==> config.mk <==
export PLATFORM = sky130hd
export DESIGN_NAME = cpfc_top
export DESIGN_NICKNAME = d
export VERILOG_FILES = /design/src/hdl/cpfc_top.v
export VERILOG_INCLUDE_DIRS = /design/src /design/src/hdl
export SDC_FILE = /design/constraint.sdc
export NUM_CORES = 1
export LEC_CHECK = 0
export BUFFER_PORTS_ARGS = -buffer_cell sky130_fd_sc_hd__buf_2
export CORE_MARGIN = 5
export CORE_UTILIZATION = 47
export CTS_CLUSTER_DIAMETER = 40
export DETAILED_ROUTE_END_ITERATION = 10
export GPL_TIMING_DRIVEN = 1
export HOLD_SLACK_MARGIN = 0.06
export PLACE_DENSITY = 0.81
export SLEW_MARGIN = 10
export SYNTH_ARGS = -nofsm -noshare
export SYNTH_HDL_FRONTEND = slang
export SYNTH_SLANG_ARGS = --single-unit
==> constraint.sdc <==
create_clock -name clk -period 1.85 [get_ports clk]
set_input_delay 0.0925 -clock clk [delete_from_list [all_inputs] [get_ports clk]]
set_output_delay 0.0925 -clock clk [all_outputs]
set_load 0.05 [all_outputs]
==> src/hdl/cpfc_consts.vh <==
// Constants for the codec port frame configuration block
`ifndef CPFC_CONSTS_VH
`define CPFC_CONSTS_VH

// ==========================================
// Register map
`define CPFC_ADDR_W 16
`define CPFC_CFG1_ADDR 16'hffe0
`define CPFC_CFG1_RESET 8'h00

// ==========================================
// Field layout
`define CPFC_SLOT_HI 7
`define CPFC_SLOT_LO 3
`define CPFC_MODE_HI 2
`define CPFC_MODE_LO 0

// ==========================================
// Mode codes
`define CPFC_MODE_GP 3'h0
`define CPFC_MODE_CODEC 3'h1
`define CPFC_MODE_AC97_1 3'h2
`define CPFC_MODE_AC97_2 3'h3
`define CPFC_MODE_I2S_3O1I 3'h4
`define CPFC_MODE_I2S_2O2I 3'h5
`define CPFC_MODE_I2S_1O3I 3'h6

// ==========================================
// Misc
`define CPFC_RD_ZERO 8'h00
`define CPFC_SLOT_ONE 6'h01

`endif

==> src/hdl/cpfc_top.v <==
// Codec port frame configuration register and mode decode
`timescale 1ns/1ns
`include "cpfc_consts.vh"

module cpfc_top (
	// Clock and reset
	input wire clk,
	input wire sys_rst,
	// Microcontroller memory bus
	input wire [`CPFC_ADDR_W-1:0] mcu_addr,
	input wire mcu_wr,
	input wire mcu_rd,
	input wire [7:0] mcu_wdata,
	output reg [7:0] mcu_rdata,
	// Global control
	input wire serial_port_global_enable,
	// Decoded configuration toward the serial engine
	output reg [5:0] frame_slot_count,
	output reg [2:0] port_mode,
	output reg mode_general,
	output reg mode_codec_specific_framing,
	output reg mode_ac97,
	output reg mode_ac97_v2,
	output reg mode_i2s,
	output reg [1:0] i2s_data_out_count,
	output reg [1:0] i2s_data_in_count
);

	// ==========================================
	// Register storage
	reg [7:0] codec_port_frame_config_one_r;
	reg [7:0] cfg_nxt;
	wire cfg_hit;
	wire [4:0] slot_count_field;
	wire [2:0] mode_field;

	wire wr_hit;
	wire wr_accept;
	wire rd_hit;

	assign cfg_hit = (mcu_addr == `CPFC_CFG1_ADDR);
	assign slot_count_field = codec_port_frame_config_one_r[`CPFC_SLOT_HI:`CPFC_SLOT_LO];
	assign mode_field = codec_port_frame_config_one_r[`CPFC_MODE_HI:`CPFC_MODE_LO];
	assign wr_hit = mcu_wr && cfg_hit;
	// Enable is a level; a write landing while it is high is lost, not queued
	assign wr_accept = wr_hit && !serial_port_global_enable;
	assign rd_hit = mcu_rd && cfg_hit;

	// Locked write simply falls through
	always @* begin
		cfg_nxt = codec_port_frame_config_one_r;
		if (wr_accept) begin
			cfg_nxt = mcu_wdata;
		end
	end

	always @(posedge clk) begin
		if (sys_rst) begin
			codec_port_frame_config_one_r <= `CPFC_CFG1_RESET;
		end else begin
			codec_port_frame_config_one_r <= cfg_nxt;
		end
	end

	// ==========================================
	// Read port, one cycle latency; other addresses read zero
	reg [7:0] rdata_nxt;

	always @* begin
		rdata_nxt = `CPFC_RD_ZERO;
		if (rd_hit) begin
			rdata_nxt = codec_port_frame_config_one_r;
		end
	end

	// Zero when idle so a wired-OR read mux above needs no select
	always @(posedge clk) begin
		if (sys_rst) begin
			mcu_rdata <= `CPFC_RD_ZERO;
		end else begin
			mcu_rdata <= rdata_nxt;
		end
	end

	// ==========================================
	// Slot count, field plus one
	reg [5:0] slot_count_nxt;

	always @* begin
		slot_count_nxt = {1'b0, slot_count_field} + `CPFC_SLOT_ONE;
	end

	// ==========================================
	// Mode decode, one full row per code
	reg mode_general_nxt;
	reg mode_codec_nxt;
	reg mode_ac97_nxt;
	reg mode_ac97_v2_nxt;
	reg mode_i2s_nxt;
	reg [1:0] i2s_out_nxt;
	reg [1:0] i2s_in_nxt;

	always @* begin
		case (mode_field)
			`CPFC_MODE_GP: begin
				mode_general_nxt = 1'b1;
				mode_codec_nxt = 1'b0;
				mode_ac97_nxt = 1'b0;
				mode_ac97_v2_nxt = 1'b0;
				mode_i2s_nxt = 1'b0;
				i2s_out_nxt = 2'h0;
				i2s_in_nxt = 2'h0;
			end
			`CPFC_MODE_CODEC: begin
				mode_general_nxt = 1'b0;
				mode_codec_nxt = 1'b1;
				mode_ac97_nxt = 1'b0;
				mode_ac97_v2_nxt = 1'b0;
				mode_i2s_nxt = 1'b0;
				i2s_out_nxt = 2'h0;
				i2s_in_nxt = 2'h0;
			end
			`CPFC_MODE_AC97_1: begin
				mode_general_nxt = 1'b0;
				mode_codec_nxt = 1'b0;
				mode_ac97_nxt = 1'b1;
				mode_ac97_v2_nxt = 1'b0;
				mode_i2s_nxt = 1'b0;
				i2s_out_nxt = 2'h0;
				i2s_in_nxt = 2'h0;
			end
			// Version 2 still runs the common AC 97 framing
			`CPFC_MODE_AC97_2: begin
				mode_general_nxt = 1'b0;
				mode_codec_nxt = 1'b0;
				mode_ac97_nxt = 1'b1;
				mode_ac97_v2_nxt = 1'b1;
				mode_i2s_nxt = 1'b0;
				i2s_out_nxt = 2'h0;
				i2s_in_nxt = 2'h0;
			end
			// Four data lines shared out in each I2S row
			`CPFC_MODE_I2S_3O1I: begin
				mode_general_nxt = 1'b0;
				mode_codec_nxt = 1'b0;
				mode_ac97_nxt = 1'b0;
				mode_ac97_v2_nxt = 1'b0;
				mode_i2s_nxt = 1'b1;
				i2s_out_nxt = 2'h3;
				i2s_in_nxt = 2'h1;
			end
			`CPFC_MODE_I2S_2O2I: begin
				mode_general_nxt = 1'b0;
				mode_codec_nxt = 1'b0;
				mode_ac97_nxt = 1'b0;
				mode_ac97_v2_nxt = 1'b0;
				mode_i2s_nxt = 1'b1;
				i2s_out_nxt = 2'h2;
				i2s_in_nxt = 2'h2;
			end
			`CPFC_MODE_I2S_1O3I: begin
				mode_general_nxt = 1'b0;
				mode_codec_nxt = 1'b0;
				mode_ac97_nxt = 1'b0;
				mode_ac97_v2_nxt = 1'b0;
				mode_i2s_nxt = 1'b1;
				i2s_out_nxt = 2'h1;
				i2s_in_nxt = 2'h3;
			end
			default: begin
				// Code 7 undefined: no flag, so the engine stays idle
				mode_general_nxt = 1'b0;
				mode_codec_nxt = 1'b0;
				mode_ac97_nxt = 1'b0;
				mode_ac97_v2_nxt = 1'b0;
				mode_i2s_nxt = 1'b0;
				i2s_out_nxt = 2'h0;
				i2s_in_nxt = 2'h0;
			end
		endcase
	end

	// ==========================================
	// Output stage; costs one cycle but keeps every pin on a flop
	always @(posedge clk) begin
		if (sys_rst) begin
			frame_slot_count <= `CPFC_SLOT_ONE;
			port_mode <= `CPFC_MODE_GP;
		end else begin
			frame_slot_count <= slot_count_nxt;
			port_mode <= mode_field;
		end
	end

	always @(posedge clk) begin
		if (sys_rst) begin
			mode_general <= 1'b1;
			mode_codec_specific_framing <= 1'b0;
			mode_ac97 <= 1'b0;
			mode_ac97_v2 <= 1'b0;
			mode_i2s <= 1'b0;
			i2s_data_out_count <= 2'h0;
			i2s_data_in_count <= 2'h0;
		end else begin
			mode_general <= mode_general_nxt;
			mode_codec_specific_framing <= mode_codec_nxt;
			mode_ac97 <= mode_ac97_nxt;
			mode_ac97_v2 <= mode_ac97_v2_nxt;
			mode_i2s <= mode_i2s_nxt;
			i2s_data_out_count <= i2s_out_nxt;
			i2s_data_in_count <= i2s_in_nxt;
		end
	end

endmodule
# Word-level counts from Yosys, hierarchy flattened
# Cells that the tools add are included.
# W data, S select, Z words.
# op_classes
add_sub_neg	1
n_eq_ne	7
n_mux	7
n_bitwise	1
n_reduce_logical	8
# ops
op	n
$eq A16 B16 Y1 const B	1
$pmux W2 S3	2
$eq A3 B3 Y1 const B	3
$add A5 B1 Y6 const B	1
$eq A3 B2 Y1 const B	2
$mux W1	5
$reduce_or A2 Y1	2
$eq A3 B1 Y1 const B	1
$logic_and A1 B1 Y1	3
$logic_not A3 Y1	1
$reduce_or A3 Y1	1
$logic_not A1 Y1	1
$not A1 Y1	1
# word_totals
regBits	34
in_bits	29
output_inout_bits	26
word_cells	35

# Longest topological paths before layout
# depth
word_depth	4
mapped_depth	5
depth_no_buf	4

# Least setup slack after synthesis
# OpenSTA, ideal clock, no wires.
# synth_timing
path_kind	input to register
start	input port mcu_addr[1]
end	register codec_port_frame_config_one_r[2]
setup_ns	0.123
t_arrival_ns	0.915
t_required_ns	1.727
path_slack_ns	0.812
cell_stages	5
path_buffers	1
path_cell_list	nor4b_2 -> and4_1 -> buf_6 -> and2_4 -> o21ai_0
# synth_via
elab_chain_len	3
# synth_lines
item	line_no	text
start: declaration	cpfc_top.v:10	input wire [`CPFC_ADDR_W-1:0] mcu_addr,
$eq A16 B16 Y1 (no line)	-	
$logic_and A1 B1 Y1	cpfc_top.v:44	assign wr_hit = mcu_wr && cfg_hit;
$logic_and A1 B1 Y1	cpfc_top.v:46	assign wr_accept = wr_hit && !serial_port_global_enable;
end signal: assignment	cpfc_top.v:59	codec_port_frame_config_one_r <= `CPFC_CFG1_RESET;
end signal: assignment	cpfc_top.v:61	codec_port_frame_config_one_r <= cfg_nxt;
end: declaration	cpfc_top.v:31	reg [7:0] codec_port_frame_config_one_r;
# Every way passes these cells.
# A chain may end at the register's enable or synchronous reset.

# Final worst setup path
# Same ends and word-level chain as after synthesis.

==> reports/metrics.csv <==
metric,value,unit
worst_hold_path_type,in2reg,
ys_types,26,
routed_wire_length,2450,um
placementRows,17,
final_antenna_net_count,0,
cts-buffers-inserted,5,
synthFlopType,sky130_fd_sc_hd__dfxtp_1,
drt_drc_violations_left,0,
combPwrFrac,5.1,%
timing.critical_path.required,2.06,ns
grt_remaining_overflow,0,
grt_first_pass_wirelength,3910,um
measured_slew_at_the_worst_slew_check_pin,0.516,ns
die-height,59.2,um
clk_pin_slew_worst_paths,0.09,ns
grt_setup_unrepaired,false,
ys_ff_latch,33,
status,finished clean,
critical-path-slowest-cell,sky130_fd_sc_hd__and4_1,
diodes_inserted,0,
maxSlewHeadroom,65.5,%
startpoint_type_of_the_worst_setup_path,primary input,
post_cts.repair.setup_buffers,0,
clk_path_buf_depth,2,
worst_setup_path_endpoint,codec_port_frame_config_one_r[2],
drt_first_iter_violations,13,
critical_path_class,in2reg,
finalClockSkew,0.00192,ns
cts.htree.levels,2,
power.sequential.fraction,58.6,%
post_synth.cell_area_avg,10.8,um2
floorplan.die.width,59.2,um
period_minus_slack,1.05,ns
internal_power,0.000967,W
sw_frac_of_total,20.1,%
reg2reg_setup_slack,0.82,ns
hold-worst-slack,0.0908,ns
switchingPower,0.000243,W
critical_register_to_register_path_startpoint,codec_port_frame_config_one_r[4],
p_leak,0.731,nW
power_per_cell_area,775,mW/mm2
design.final.nets,199,
cp_data_arrival_time,1.26,ns
final_common_cell,sky130_fd_sc_hd__buf_2,
i_o_pin_cnt,55,
hold_viol,0,
tritoncts_clock_tree,yes,
most-common-layout-cells,"54 x sky130_fd_sc_hd__buf_2, 33 x sky130_fd_sc_hd__dfxtp_1, 11 x sky130_fd_sc_hd__nor2_1, 8 x sky130_fd_sc_hd__o21ai_0, 8 x sky130_fd_sc_hd__dlygate4sd3_1",
groute.usage.overall,15.0,%
timing.setup.tns,0,ns
worstPathCellList,buf_2 > nor4b_2 > and4_1 > and2_4 > o21ai_0,
asyncSetResetFlopFracSynth,0,%
synth.cell_area,0.00114,mm2
drive_gt1_share,42.4,%
post_detailed_route_via_to_cell_ratio,4.89,
report.final.slew_viol_count,0,
cts_root_buffer,sky130_fd_sc_hd__clkbuf_4,
dpl.hpwl,1850,um
fmax,0.952,GHz
netlist_instances,105,
avgRoutedWirePerCell,12.4,um
crit_fanout,10,
endpoint_of_the_most_critical_register_to_register_path,frame_slot_count[4],
design.die.area,0.00351,mm2
final.period_utilization,56.8,%
grt_max_degree,23,
timing.critical_path.to_type,flip-flop,
start_util,50.5,%
setup_viol_count_final,0,
area_delta_synth_final,37.3,%
route.vias.total,969,
ys_warn_count,0,
max_stage_delay,0.45,ns
core_region_area,0.00225,mm2
synth.net_count,135,
gp_congestion,0.743,
synth_seq_area_share,58.0,%
number_of_global_route_vias_before_repair,935,
number_of_enable_type_register_cells_in_the_synthesized_netlist,0,
worst_skew_pair.late_latency,0.32,ns
drv_cap,0,
worst_ir_drop_on_vdd,0.633,mV
drtPass1Iterations,4,
port_buffers,54,
clockPowerShare,36.3,%
worst_setup_path_startpoint,mcu_addr[1],
antenna_found_initial,0,
r2r_cells,4,
cts_sinks,33,
[what timing repair did]
item / CTS / global route
gates resized for setup: 0 / 0
hold buffers: 8 / 0
endpoints found under the hold margin: 8 / 0
endpoints found under the setup margin: 0 / 0
[cells by family after synthesis]
logic type | after synthesis | share of synthesized area, %
adder cells (fa/ha/maj) | 1 | 1.10
buffers and inverters | 8 | 3.74
XOR/XNOR | 4 | 3.08
flip-flops | 33 | 58.0
AO/OA/AOI/OAI | 13 | 5.71
AND/OR/NAND/NOR | 46 | 28.4
[registers in the layout, indices dropped and copies added, names as in the netlist]
| name | cells |
|---|---|
| frame_slot_count | 6 |
| codec_port_frame_config_one_r | 8 |
| mode_codec_specific_framing | 1 |
| mode_general | 1 |
| mode_i2s | 1 |
| mode_ac97 | 1 |
| i2s_data_out_count | 2 |
| mode_ac97_v2 | 1 |
| mcu_rdata | 8 |
| port_mode | 3 |
| i2s_data_in_count | 1 |
[per-stage QoR]
stage / setup WS [ns] / std cells / instance area (um2) / power [W] / util [%]
5_1_grt: 0.682 / 198 / 1560 / 0.00125 / 69.3
6_report: 0.799 / 198 / 1560 / 0.00121 / 69.3
3_5_place_dp: 0.456 / 182 / 1410 / 0.000774 / 62.7
3_3_place_gp: 0.548 / 182 / 1410 / 0.000773 / 62.7
2_1_floorplan: 0.812 / 105 / 1140 / 0.000743 / -
4_1_cts: 0.803 / 198 / 1560 / 0.00122 / 69.3
[synthesized netlist by cell type, types with 2 or more instances]
| cell | number | area (um2) |
|---|---|---|
| sky130_fd_sc_hd__nor2b_1 | 2 | 12.5 |
| sky130_fd_sc_hd__nand4b_1 | 4 | 35.0 |
| sky130_fd_sc_hd__clkbuf_1 | 2 | 7.51 |
| sky130_fd_sc_hd__xor2_1 | 2 | 17.5 |
| sky130_fd_sc_hd__nand2b_1 | 5 | 31.3 |
| sky130_fd_sc_hd__nor3b_2 | 5 | 62.6 |
| sky130_fd_sc_hd__nand4_1 | 2 | 12.5 |
| sky130_fd_sc_hd__and4_1 | 3 | 26.3 |
| sky130_fd_sc_hd__xnor2_1 | 2 | 17.5 |
| sky130_fd_sc_hd__nand3_1 | 6 | 30.0 |
| sky130_fd_sc_hd__o21ai_0 | 8 | 40.0 |
| sky130_fd_sc_hd__a21oi_1 | 5 | 25.0 |
| sky130_fd_sc_hd__nor3_1 | 2 | 10.0 |
| sky130_fd_sc_hd__nor2_1 | 11 | 41.3 |
| sky130_fd_sc_hd__inv_1 | 3 | 11.3 |
| sky130_fd_sc_hd__dfxtp_1 | 33 | 661 |
[layer usage]
layer / GRT usage, % / share of wire, % / wire, um
met1: 15.4 / 37 / 906
met2: 26.4 / 49 / 1210
met3: 5.01 / 11 / 277
met4: 8.74 / 2.2 / 54
met5: 0 / 0 / 0
[worst min-delay path by stage]
stage | from | to | depth (start not counted)
2_1_floorplan | sys_rst | frame_slot_count[0] | 1
3_3_place_gp | mcu_wdata[4] | codec_port_frame_config_one_r[4] | 3
3_5_place_dp | mcu_wdata[4] | codec_port_frame_config_one_r[4] | 3
4_1_cts | mcu_rd | mcu_rdata[1] | 3
5_1_grt | mcu_rd | mcu_rdata[2] | 3
6_report | mcu_rd | mcu_rdata[1] | 3
[power by group through the flow]
| stage | clock [W] | sequential (W) | combinational [W] |
|---|---|---|---|
| after CTS | 0.000448 | 0.000710 | 0.0000606 |
| final | 0.000439 | 0.000710 | 0.0000618 |
| after global routing | 0.000477 | 0.000710 | 0.0000667 |
| after floorplan | 0 | 0.000726 | 0.0000163 |
| after detailed placement | 0 | 0.000726 | 0.0000478 |
| after global placement | 0 | 0.000726 | 0.0000464 |
[critical path, delay by kind of cell]
kind | cells | cell delay [ns]
AO/OA/AOI/OAI | 1 | 0.09
buffers and inverters | 1 | 0.10
AND/OR/NAND/NOR | 3 | 0.97
[area by class of cell]
type	count	area, um2
inverter	3	11.3
clock buffer	7	65.1
tap	28	35.0
sequential	33	661
fill	197	692
timing repair buffer	62	350
multi-input combinational	64	435
clock inverter	1	5.00
No activity file was read; power rests on OpenSTA's default activity.
